<file path="src/design/rfect_pkg.sv">
package rfect_pkg;

  // ==========================================================================
  // register map
  localparam logic [7:0]  RFECT_OFF_CONFIG    = 8'h10;
  localparam logic [7:0]  RFECT_OFF_PRESET    = 8'h14;
  localparam logic [7:0]  RFECT_OFF_COUNT     = 8'h18;
  localparam logic [7:0]  RFECT_OFF_IRQ_STAT  = 8'h1c;
  localparam logic [7:0]  RFECT_OFF_IRQ_EN    = 8'h20;
  localparam logic [7:0]  RFECT_OFF_IRQ_CLR   = 8'h24;
  localparam logic [31:0] RFECT_CONFIG_RESET  = 32'h0000_0000;
  localparam logic [31:0] RFECT_PRESET_RESET  = 32'h0000_0000;
  localparam logic [31:0] RFECT_CONFIG_MASK   = 32'h001f_ffff;

  // ==========================================================================
  // configuration field positions
  localparam int RFECT_B_HALT_RX_BEGIN  = 20;
  localparam int RFECT_B_HALT_TX_BEGIN  = 19;
  localparam int RFECT_B_HALT_EXT_SEEN  = 18;
  localparam int RFECT_B_HALT_EXT_LOST  = 17;
  localparam int RFECT_B_HALT_OWN_ON    = 16;
  localparam int RFECT_B_HALT_OWN_OFF   = 15;
  localparam int RFECT_B_RUN_RX_BEGIN   = 14;
  localparam int RFECT_B_RUN_RX_END     = 13;
  localparam int RFECT_B_RUN_TX_BEGIN   = 12;
  localparam int RFECT_B_RUN_TX_END     = 11;
  localparam int RFECT_B_RUN_EXT_SEEN   = 10;
  localparam int RFECT_B_RUN_EXT_LOST   = 9;
  localparam int RFECT_B_RUN_OWN_ON     = 8;
  localparam int RFECT_B_RUN_OWN_OFF    = 7;
  localparam int RFECT_B_RUN_NOW        = 6;
  localparam int RFECT_B_RATE_HI        = 5;
  localparam int RFECT_B_RATE_LO        = 3;
  localparam int RFECT_B_PRESCALER_USE  = 2;
  localparam int RFECT_B_AUTO_RELOAD    = 1;
  localparam int RFECT_B_MASTER_ENABLE  = 0;

  // ==========================================================================
  // event numbering and timing
  localparam int RFECT_NUM_EVENTS       = 8;
  localparam int RFECT_RX_NIBBLE_BITS   = 4;
  // rf interface clock 13.56 MHz is modelled as a tick every cycle of the host clock
  localparam int RFECT_BASE_DIV         = 1;

  typedef enum logic [1:0] {
    RFECT_ST_IDLE    = 2'b00,
    RFECT_ST_RUN     = 2'b01,
    RFECT_ST_EXPIRED = 2'b10
  } rfect_state_e;

endpackage

</file>
<file path="src/design/rfect_edge_detect.sv">
module rfect_edge_detect
  import rfect_pkg::*;
#(
  parameter int WIDTH = 4
)(
  // clock and reset
  input  wire logic             sys_clk_in,
  input  wire logic             rst_in,
  // asynchronous levels
  input  wire logic [WIDTH-1:0] level_in,
  // synchronised level and edges
  output logic      [WIDTH-1:0] level_out,
  output logic      [WIDTH-1:0] rise_out,
  output logic      [WIDTH-1:0] fall_out
);
  if (WIDTH < 1)
  begin : g_bad_width
    $error("rfect_edge_detect: WIDTH must be positive");
  end

  // ==========================================================================
  // two-flop synchroniser, then a third stage for edges
  logic [WIDTH-1:0] meta_q;
  logic [WIDTH-1:0] sync_q;
  logic [WIDTH-1:0] prev_q;

  always_ff @(posedge sys_clk_in)
  begin
    if (rst_in)
    begin
      meta_q <= '0;
      sync_q <= '0;
      prev_q <= '0;
    end
    else
    begin
      meta_q <= level_in;
      sync_q <= meta_q;
      prev_q <= sync_q;
    end
  end

  assign level_out = sync_q;
  assign rise_out  = sync_q & ~prev_q;
  assign fall_out  = ~sync_q & prev_q;
endmodule // rfect_edge_detect

</file>
<file path="src/design/rfect_prescaler.sv">
module rfect_prescaler
  import rfect_pkg::*;
#(
  parameter int STAGES = 8
)(
  // clock and reset
  input  wire logic       sys_clk_in,
  input  wire logic       rst_in,
  // control
  input  wire logic       run_in,
  input  wire logic       use_prescaler_in,
  input  wire logic [2:0] rate_sel_in,
  // tick out
  output logic            tick_out
);
  // the rate select picks one of eight divider taps, so no other depth can serve it
  if (STAGES != 8)
  begin : g_bad_stages
    $error("rfect_prescaler: STAGES must be 8");
  end

  // ==========================================================================
  // binary ripple divider: bit k toggles at base/2^(k+1)
  logic [STAGES-1:0] div_q;
  logic [STAGES-1:0] div_d;
  logic [STAGES-1:0] rise;
  logic              tick_d;

  assign div_d = run_in ? div_q + 8'h01 : 8'h00;

  // a tick marks the carry into bit k+1, i.e. all lower bits set
  genvar k;
  generate
    for (k = 0; k < STAGES; k++)
    begin : g_rise
      assign rise[k] = run_in && (&div_q[k:0]);
    end
  endgenerate

  assign tick_d = run_in && (use_prescaler_in ? rise[rate_sel_in] : 1'b1); // [RQ11] [RQ12]

  // divider restarts with the timer so the first tick has a full period
  always_ff @(posedge sys_clk_in)
  begin
    if (rst_in)
    begin
      div_q    <= 8'h00;
      tick_out <= 1'b0;
    end
    else
    begin
      div_q    <= div_d;
      tick_out <= tick_d;
    end
  end
endmodule // rfect_prescaler

</file>
<file path="src/design/rfect_timer.sv">
// Overview of operation
// [RQ1] halt bit 20: stop once reception began and four bits arrived
// [RQ2] halt bit 19: stop when a transmission begins
// [RQ3] halt bit 18: stop when an external field is detected
// [RQ4] halt bit 17: stop when the external field vanishes
// [RQ5] halt bits 16/15: stop when own field turns on/off
// [RQ6] run bits 14/13: start on first received bit / reception end
// [RQ7] run bits 12/11: start on transmission begin / end
// [RQ8] run bits 10/9: start when external field appears / vanishes
// [RQ9] run bits 8/7: start when own field turns on / off
// [RQ10] run bit 6: start immediately on software write
// [RQ11] rate field 5:3 picks 6.78 MHz down to 53 kHz
// [RQ12] bit 2 selects rf interface clock or prescaled rate
// [RQ13] reload clear: halt on expiry with count held at zero
// [RQ14] reload set: reload preset on expiry and keep counting
// [RQ15] bit 0 enables timer; when clear nothing starts it
// [RQ16] decrement once per tick; zero raises sticky expiry flag
// [RQ17] configuration resets to all zero
//
// Decided for this implementation: the strobed register port.
module rfect_timer
  import rfect_pkg::*;
#(
  parameter int CNT_W = 20
)(
  // clock and reset
  input  wire logic             sys_clk_in,
  input  wire logic             rst_in,
  // register port
  input  wire logic [7:0]       reg_addr_in,
  input  wire logic [31:0]      reg_wdata_in,
  input  wire logic             reg_wr_in,
  input  wire logic             reg_rd_in,
  output logic      [31:0]      reg_rdata_out,
  // rf and protocol levels, asynchronous to the system clock
  input  wire logic             rx_active_in,
  input  wire logic             tx_active_in,
  input  wire logic             ext_field_in,
  input  wire logic             own_field_in,
  // receiver bit strobe, same clock domain
  input  wire logic             rx_bit_in,
  // status
  output logic                  running_out,
  output logic                  expired_out,
  output logic                  irq_out
);
  if (CNT_W < 1 || CNT_W > 32)
  begin : g_bad_cnt_w
    $error("rfect_timer: CNT_W must be 1..32");
  end

  // ==========================================================================
  // register decode
  logic        wr_config;
  logic        wr_preset;
  logic        wr_irq_en;
  logic        wr_irq_clr;
  logic        rd_hit;
  logic [31:0] rd_mux;

  assign wr_config  = reg_wr_in && (reg_addr_in == RFECT_OFF_CONFIG);
  assign wr_preset  = reg_wr_in && (reg_addr_in == RFECT_OFF_PRESET);
  assign wr_irq_en  = reg_wr_in && (reg_addr_in == RFECT_OFF_IRQ_EN);
  assign wr_irq_clr = reg_wr_in && (reg_addr_in == RFECT_OFF_IRQ_CLR);

  // ==========================================================================
  // registers
  logic [31:0]      config_q;
  logic [CNT_W-1:0] preset_q;
  logic [CNT_W-1:0] count_q;
  logic [CNT_W-1:0] count_d;
  logic             irq_stat_q;
  logic             irq_en_q;
  logic             now_pulse_q;
  rfect_state_e     state_q;
  rfect_state_e     state_d;

  // configuration register; the immediate-start bit also fires a one-shot pulse
  always_ff @(posedge sys_clk_in)
  begin
    if (rst_in)
    begin
      config_q    <= RFECT_CONFIG_RESET; // [RQ17]
      preset_q    <= RFECT_PRESET_RESET[CNT_W-1:0];
      irq_en_q    <= 1'b0;
      now_pulse_q <= 1'b0;
    end
    else
    begin
      if (wr_config)
        config_q <= reg_wdata_in & RFECT_CONFIG_MASK;
      if (wr_preset)
        preset_q <= reg_wdata_in[CNT_W-1:0];
      if (wr_irq_en)
        irq_en_q <= reg_wdata_in[0];
      now_pulse_q <= wr_config && reg_wdata_in[RFECT_B_RUN_NOW]; // [RQ10]
    end
  end

  // ==========================================================================
  // event detection
  logic [3:0] lvl;
  logic [3:0] rise;
  logic [3:0] fall;

  rfect_edge_detect #(
    .WIDTH (4)
  ) u_edges (
    .sys_clk_in (sys_clk_in),
    .rst_in     (rst_in),
    .level_in   ({own_field_in, ext_field_in, tx_active_in, rx_active_in}),
    .level_out  (lvl),
    .rise_out   (rise),
    .fall_out   (fall)
  );

  // count received bits of a reception so the halt fires after the fourth
  logic [2:0] rx_bits_q;
  logic       rx_first_bit;
  logic       rx_nibble;

  always_ff @(posedge sys_clk_in)
  begin
    if (rst_in)
      rx_bits_q <= 3'h0;
    else if (!lvl[0])
      rx_bits_q <= 3'h0;
    else if (rx_bit_in && rx_bits_q != RFECT_RX_NIBBLE_BITS[2:0])
      rx_bits_q <= rx_bits_q + 3'h1;
  end

  assign rx_first_bit = lvl[0] && rx_bit_in && (rx_bits_q == 3'h0);
  assign rx_nibble    = lvl[0] && rx_bit_in &&
                        (rx_bits_q == RFECT_RX_NIBBLE_BITS[2:0] - 3'h1);

  // ==========================================================================
  // start and halt trigger groups
  logic halt_ev;
  logic run_ev;
  logic [31:0] c;

  assign c = config_q;

  assign halt_ev = (c[RFECT_B_HALT_RX_BEGIN] && rx_nibble) ||  // [RQ1]
                   (c[RFECT_B_HALT_TX_BEGIN] && rise[1])   ||  // [RQ2]
                   (c[RFECT_B_HALT_EXT_SEEN] && rise[2])   ||  // [RQ3]
                   (c[RFECT_B_HALT_EXT_LOST] && fall[2])   ||  // [RQ4]
                   (c[RFECT_B_HALT_OWN_ON]   && rise[3])   ||  // [RQ5]
                   (c[RFECT_B_HALT_OWN_OFF]  && fall[3]);      // [RQ5]

  assign run_ev  = c[RFECT_B_MASTER_ENABLE] && (               // [RQ15]
                   (c[RFECT_B_RUN_RX_BEGIN] && rx_first_bit) || // [RQ6]
                   (c[RFECT_B_RUN_RX_END]   && fall[0])      || // [RQ6]
                   (c[RFECT_B_RUN_TX_BEGIN] && rise[1])      || // [RQ7]
                   (c[RFECT_B_RUN_TX_END]   && fall[1])      || // [RQ7]
                   (c[RFECT_B_RUN_EXT_SEEN] && rise[2])      || // [RQ8]
                   (c[RFECT_B_RUN_EXT_LOST] && fall[2])      || // [RQ8]
                   (c[RFECT_B_RUN_OWN_ON]   && rise[3])      || // [RQ9]
                   (c[RFECT_B_RUN_OWN_OFF]  && fall[3])      || // [RQ9]
                   now_pulse_q);                                // [RQ10]

  // ==========================================================================
  // count tick
  logic tick;

  rfect_prescaler #(
    .STAGES (8)
  ) u_prescaler (
    .sys_clk_in       (sys_clk_in),
    .rst_in           (rst_in),
    .run_in           (state_q == RFECT_ST_RUN),
    .use_prescaler_in (c[RFECT_B_PRESCALER_USE]),
    .rate_sel_in      (c[RFECT_B_RATE_HI:RFECT_B_RATE_LO]),
    .tick_out         (tick)
  );

  // ==========================================================================
  // counter state machine; a halt wins over a start in the same cycle
  logic expire;

  assign expire = (state_q == RFECT_ST_RUN) && tick && (count_q == '0);

  always_comb
  begin
    state_d = state_q;
    count_d = count_q;
    case (state_q)
      RFECT_ST_IDLE, RFECT_ST_EXPIRED:
      begin
        if (run_ev && !halt_ev)
        begin
          state_d = RFECT_ST_RUN;
          count_d = preset_q;
        end
      end
      RFECT_ST_RUN:
      begin
        if (halt_ev || !c[RFECT_B_MASTER_ENABLE])
          state_d = RFECT_ST_IDLE;
        else if (expire && c[RFECT_B_AUTO_RELOAD])
          count_d = preset_q;                                   // [RQ14]
        else if (expire)
        begin
          state_d = RFECT_ST_EXPIRED;                           // [RQ13]
          count_d = '0;
        end
        else if (tick)
          count_d = count_q - 1'b1;                             // [RQ16]
      end
      default:
        state_d = RFECT_ST_IDLE;
    endcase
  end

  always_ff @(posedge sys_clk_in)
  begin
    if (rst_in)
    begin
      state_q <= RFECT_ST_IDLE;
      count_q <= '0;
    end
    else
    begin
      state_q <= state_d;
      count_q <= count_d;
    end
  end

  // sticky expiry flag: a new expiry beats a clear in the same cycle
  always_ff @(posedge sys_clk_in)
  begin
    if (rst_in)
      irq_stat_q <= 1'b0;
    else if (expire)
      irq_stat_q <= 1'b1;                                       // [RQ16]
    else if (wr_irq_clr && reg_wdata_in[0])
      irq_stat_q <= 1'b0;
  end

  // ==========================================================================
  // read data and status outputs, all registered
  assign rd_hit = (reg_addr_in == RFECT_OFF_CONFIG)   || (reg_addr_in == RFECT_OFF_PRESET) ||
                  (reg_addr_in == RFECT_OFF_COUNT)    || (reg_addr_in == RFECT_OFF_IRQ_STAT) ||
                  (reg_addr_in == RFECT_OFF_IRQ_EN);

  always_comb
  begin
    rd_mux = 32'h0000_0000;
    if (reg_addr_in == RFECT_OFF_CONFIG)
      rd_mux = config_q;
    else if (reg_addr_in == RFECT_OFF_PRESET)
      rd_mux[CNT_W-1:0] = preset_q;
    else if (reg_addr_in == RFECT_OFF_COUNT)
      rd_mux[CNT_W-1:0] = count_q;
    else if (reg_addr_in == RFECT_OFF_IRQ_STAT)
      rd_mux[0] = irq_stat_q;
    else if (reg_addr_in == RFECT_OFF_IRQ_EN)
      rd_mux[0] = irq_en_q;
  end

  // unmapped or write-only addresses read zero
  always_ff @(posedge sys_clk_in)
  begin
    if (rst_in)
    begin
      reg_rdata_out <= 32'h0000_0000;
      running_out   <= 1'b0;
      expired_out   <= 1'b0;
      irq_out       <= 1'b0;
    end
    else
    begin
      reg_rdata_out <= (reg_rd_in && rd_hit) ? rd_mux : 32'h0000_0000;
      running_out   <= (state_d == RFECT_ST_RUN);
      expired_out   <= (state_d == RFECT_ST_EXPIRED);
      irq_out       <= irq_en_q && (irq_stat_q || expire);
    end
  end

  // ==========================================================================
  // assertions
  a_config_reset_zero: assert property (@(posedge sys_clk_in) // [RQ17]
    $past(rst_in) |-> config_q == 32'h0000_0000)
    else $error("config not zero after reset");

  a_disabled_no_run: assert property (@(posedge sys_clk_in) disable iff (rst_in) // [RQ15]
    (state_q != RFECT_ST_RUN && !c[RFECT_B_MASTER_ENABLE]) |=> state_q != RFECT_ST_RUN)
    else $error("timer started while disabled");

  a_now_starts: assert property (@(posedge sys_clk_in) disable iff (rst_in) // [RQ10]
    (now_pulse_q && c[RFECT_B_MASTER_ENABLE] && !halt_ev) |=> state_q == RFECT_ST_RUN)
    else $error("immediate start ignored");

  a_halt_stops: assert property (@(posedge sys_clk_in) disable iff (rst_in) // [RQ2]
    (state_q == RFECT_ST_RUN && halt_ev) |=> state_q == RFECT_ST_IDLE)
    else $error("halt event did not stop timer");

  a_ext_seen_halt: assert property (@(posedge sys_clk_in) disable iff (rst_in) // [RQ3]
    (state_q == RFECT_ST_RUN && c[RFECT_B_HALT_EXT_SEEN] && rise[2]) |=> !running_out)
    else $error("external field did not stop timer");

  a_tick_decrements: assert property (@(posedge sys_clk_in) disable iff (rst_in) // [RQ16]
    (state_q == RFECT_ST_RUN && tick && count_q != '0 && !halt_ev && c[0])
      |=> count_q == $past(count_q) - 1'b1)
    else $error("count did not decrement");

  a_expire_hold: assert property (@(posedge sys_clk_in) disable iff (rst_in) // [RQ13]
    (expire && !c[RFECT_B_AUTO_RELOAD] && !halt_ev && c[0])
      |=> (state_q == RFECT_ST_EXPIRED && count_q == '0))
    else $error("expiry did not halt at zero");

  a_expire_reload: assert property (@(posedge sys_clk_in) disable iff (rst_in) // [RQ14]
    (expire && c[RFECT_B_AUTO_RELOAD] && !halt_ev && c[0])
      |=> (state_q == RFECT_ST_RUN && count_q == $past(preset_q)))
    else $error("expiry did not reload");

  a_unprescaled_tick: assert property (@(posedge sys_clk_in) disable iff (rst_in) // [RQ12]
    (state_q == RFECT_ST_RUN && $past(state_q) == RFECT_ST_RUN && !c[RFECT_B_PRESCALER_USE]
      && $stable(c)) |-> tick)
    else $error("no tick at base rate");

  a_flag_sticky: assert property (@(posedge sys_clk_in) disable iff (rst_in) // [RQ16]
    expire |=> irq_stat_q)
    else $error("expiry flag not set");

  a_nibble_halts: assert property (@(posedge sys_clk_in) disable iff (rst_in) // [RQ1]
    (state_q == RFECT_ST_RUN && c[RFECT_B_HALT_RX_BEGIN] && rx_nibble) |=> !running_out)
    else $error("fourth received bit did not stop timer");

  a_own_on_starts: assert property (@(posedge sys_clk_in) disable iff (rst_in) // [RQ9]
    (state_q == RFECT_ST_IDLE && c[RFECT_B_MASTER_ENABLE] && c[RFECT_B_RUN_OWN_ON] && rise[3]
      && !halt_ev) |=> running_out)
    else $error("own field on did not start timer");

  a_irq_level: assert property (@(posedge sys_clk_in) disable iff (rst_in) // [RQ16]
    (irq_en_q && irq_stat_q) |=> irq_out)
    else $error("enabled expiry flag did not raise interrupt");

  c_start_run: cover property (@(posedge sys_clk_in) disable iff (rst_in)
    state_q == RFECT_ST_IDLE ##1 state_q == RFECT_ST_RUN);
  c_expire_hold: cover property (@(posedge sys_clk_in) disable iff (rst_in)
    state_q == RFECT_ST_EXPIRED);
  c_reload: cover property (@(posedge sys_clk_in) disable iff (rst_in)
    expire && c[RFECT_B_AUTO_RELOAD]);
  c_rx_halt: cover property (@(posedge sys_clk_in) disable iff (rst_in)
    state_q == RFECT_ST_RUN && rx_nibble && c[RFECT_B_HALT_RX_BEGIN]);
endmodule // rfect_timer

</file>
<file path="config.mk">
export PLATFORM = sky130hd
export DESIGN_NAME = rfect_timer
export DESIGN_NICKNAME = d
export VERILOG_FILES = /design/src/design/rfect_pkg.sv /design/src/design/rfect_edge_detect.sv /design/src/design/rfect_prescaler.sv /design/src/design/rfect_timer.sv
export SDC_FILE = /design/constraint.sdc
export NUM_CORES = 1
export LEC_CHECK = 0
export ABC_AREA = 1
export BUFFER_PORTS_ARGS = -buffer_cell sky130_fd_sc_hd__buf_2
export CAP_MARGIN = 25
export CORE_MARGIN = 4
export CORE_UTILIZATION = 35
export CTS_BUF_LIST = sky130_fd_sc_hd__clkbuf_16
export CTS_CLUSTER_SIZE = 14
export DETAILED_ROUTE_END_ITERATION = 10
export PLACE_DENSITY = 0.59
export SYNTH_ARGS = -nofsm -noshare
export SYNTH_HDL_FRONTEND = slang
export SYNTH_HIERARCHICAL = 1
export SYNTH_SLANG_ARGS = --single-unit
export TNS_END_PERCENT = 30
</file>
<file path="constraint.sdc">
create_clock -name sys_clk_in -period 4.2 [get_ports sys_clk_in]
set_input_delay 0.21 -clock sys_clk_in [delete_from_list [all_inputs] [get_ports sys_clk_in]]
set_output_delay 0.21 -clock sys_clk_in [all_outputs]
set_load 0.01 [all_outputs]
</file>
==> out/results.tsv <==
metric	value	unit
outcome	finished clean	
cts_tree	yes	
htree_levels	4	
postCtsSetupBuffers	0	
gp_congestion	0.865	
routed-wl-met2	6570	um
die_x	133	um
fill_cells	1645	
max_clock_freq	0.457	GHz
maxSlewViolCount	0	
rsz0062_at_grt	no	
met1_length	6710	um
worst_pin_slew	0.810	ns
first_iter_violations	280	
ant_nets	0	
post-route-period-util	52.2	%
clock_sinks	114	
power_density	385	nW/um^2
viasPerCell	4.69	
area_growth	18.4	%
num_rows	45	
relSlewSlack	45.9	%
layout_common_cells	nor2_1, inv_1, dfxtp_1, nand2_1, o21ai_0	
hold_viol_final	0	
grt_pass1_wl	23200	um
layout-drive-gt1-share	16.4	%
grt_pass1_vias	4597	
fin_skew	0.00723	ns
dp.cells	1024	
synth_cells	778	
wire_per_inst	13.4	um
dieHeight	133	um
grt_start_max_net_pins	41	
worstPathMaxFanout	40	
ys_warn_count	6	
clk_pin_slew	0.05	ns
multi_input_area	2540	um^2
fin_nets	892	
core	15300	um^2
overflow	0	
grt_usage	16.3	%
required	4.50	ns
fin_setup_tns	0	ns
critPathLaunchType	register	
synth_area_per_cell	7.07	um^2
worstSkewPairLatency	0.41	ns
synth_area	5500	um^2
num_vias	4968	
die-area	17800	um^2
highest_layer	met4	
regArea	2280	um^2
dr_wl_met3	717	um
io_pins	84	
hold_class	input port to register	
cts.root.buffer_cell	clkbuf_16	
cp.arrival	2.49	ns
io_buffers	61	
dr.pass1.iters	5	
ir_drop	0.000259	V
final_common_cell	nor2_1	
wl	14200	um
period_minus_slack	2.19	ns
antennaDiodeCount	0	
antenna_found_initial	0	
drc	0	
hpwl	10300	um
worstSetupEndpointType	register	
critPathKind	register to register	
cts_buffers	17	
instances_no_fill	1060	
setup_viol	0	
clockBufferDepth	2	
maxCapViolCount	0	
p_leak	2.89	nW
initial_core_util	35.9	%
-- flip-flops by register name (all words and copies together) (netlist names), 2 cells and up --
| signal | cells |
|---|---|
| u_edges/level_out | 4 |
| c | 21 |
| state_q | 2 |
| u_prescaler/div_q | 8 |
| rx_bits_q | 3 |
| count_q | 20 |
| preset_q | 20 |
| u_edges/prev_q | 4 |
| u_edges/meta_q | 4 |
| reg_rdata_out | 21 |
-- report_power, final --
part           leakage, nW  switching, mW  internal [mW]
registers            0.920        0.00279           1.09
clock network        0.283          0.492          0.853
logic                 1.69         0.0442         0.0254
-- worst paths after layout --
| path | cells past startpoint | startpoint | slack (ns) | to |
|---|---|---|---|---|
| max | 11 | rx_bits_q[0] | 2.01 | count_q[9] |
| min reg2reg | 2 | u_edges/meta_q[0] | 0.40 | u_edges/level_out[0] |
| min | 3 | reg_wdata_in[3] | 0.03 | c[3] |
| max reg2reg | 11 | rx_bits_q[0] | 2.01 | count_q[9] |
-- through the flow --
step / power [mW] / area, um^2 / setup WS, ns / util (%) / hold slack, ns
after global routing: 2.59 / 6510 / 1.78 / 42.5 / 0.0294
after CTS: 2.53 / 6510 / 2.00 / 42.5 / 0.0204
after detailed placement: 1.18 / 5920 / 1.88 / 38.6 / 0.393
after global placement: 1.18 / 5890 / 1.86 / 38.5 / 0.391
after floorplan: 1.16 / 5540 / 2.58 / - / 0.272
final: 2.51 / 6510 / 2.01 / 42.5 / 0.0344
-- area by class of cell --
type / count / share of cell area [%]
multi-input combinational: 507 / 39.0
inverter: 126 / 7.27
tap: 211 / 4.06
clock inverter: 15 / 1.94
sequential: 114 / 35.1
clock buffer: 17 / 6.53
timing repair buffer: 70 / 6.19
-- routing by layer --
layer	vias to the layer above	global-route usage, %
met5	-	0
met4	0	5.49
met3	24	4.61
met2	117	26.5
met1	2235	20.9
li1	2592	-
-- critical path: stages (launching register included) --
cell and delay (ns):
dfxtp_1 0.33, ha_1 0.21, ha_1 0.18, nand2_1 0.07, o21ai_1 0.08, nor2_2 0.29
nand3_1 0.19, nand2_1 0.09, buf_4 0.34, o21ai_0 0.15, nand2_1 0.09, a21oi_1 0.06
-- timing repair --
| item | in CTS | in global routing |
|---|---|---|
| resized for setup | 0 | 0 |
| endpoints found under the hold margin | 4 | 0 |
| endpoints found under the setup margin | 0 | 0 |
| hold buffers | 4 | 0 |
Note: power is estimated with default switching activity, not from simulation.
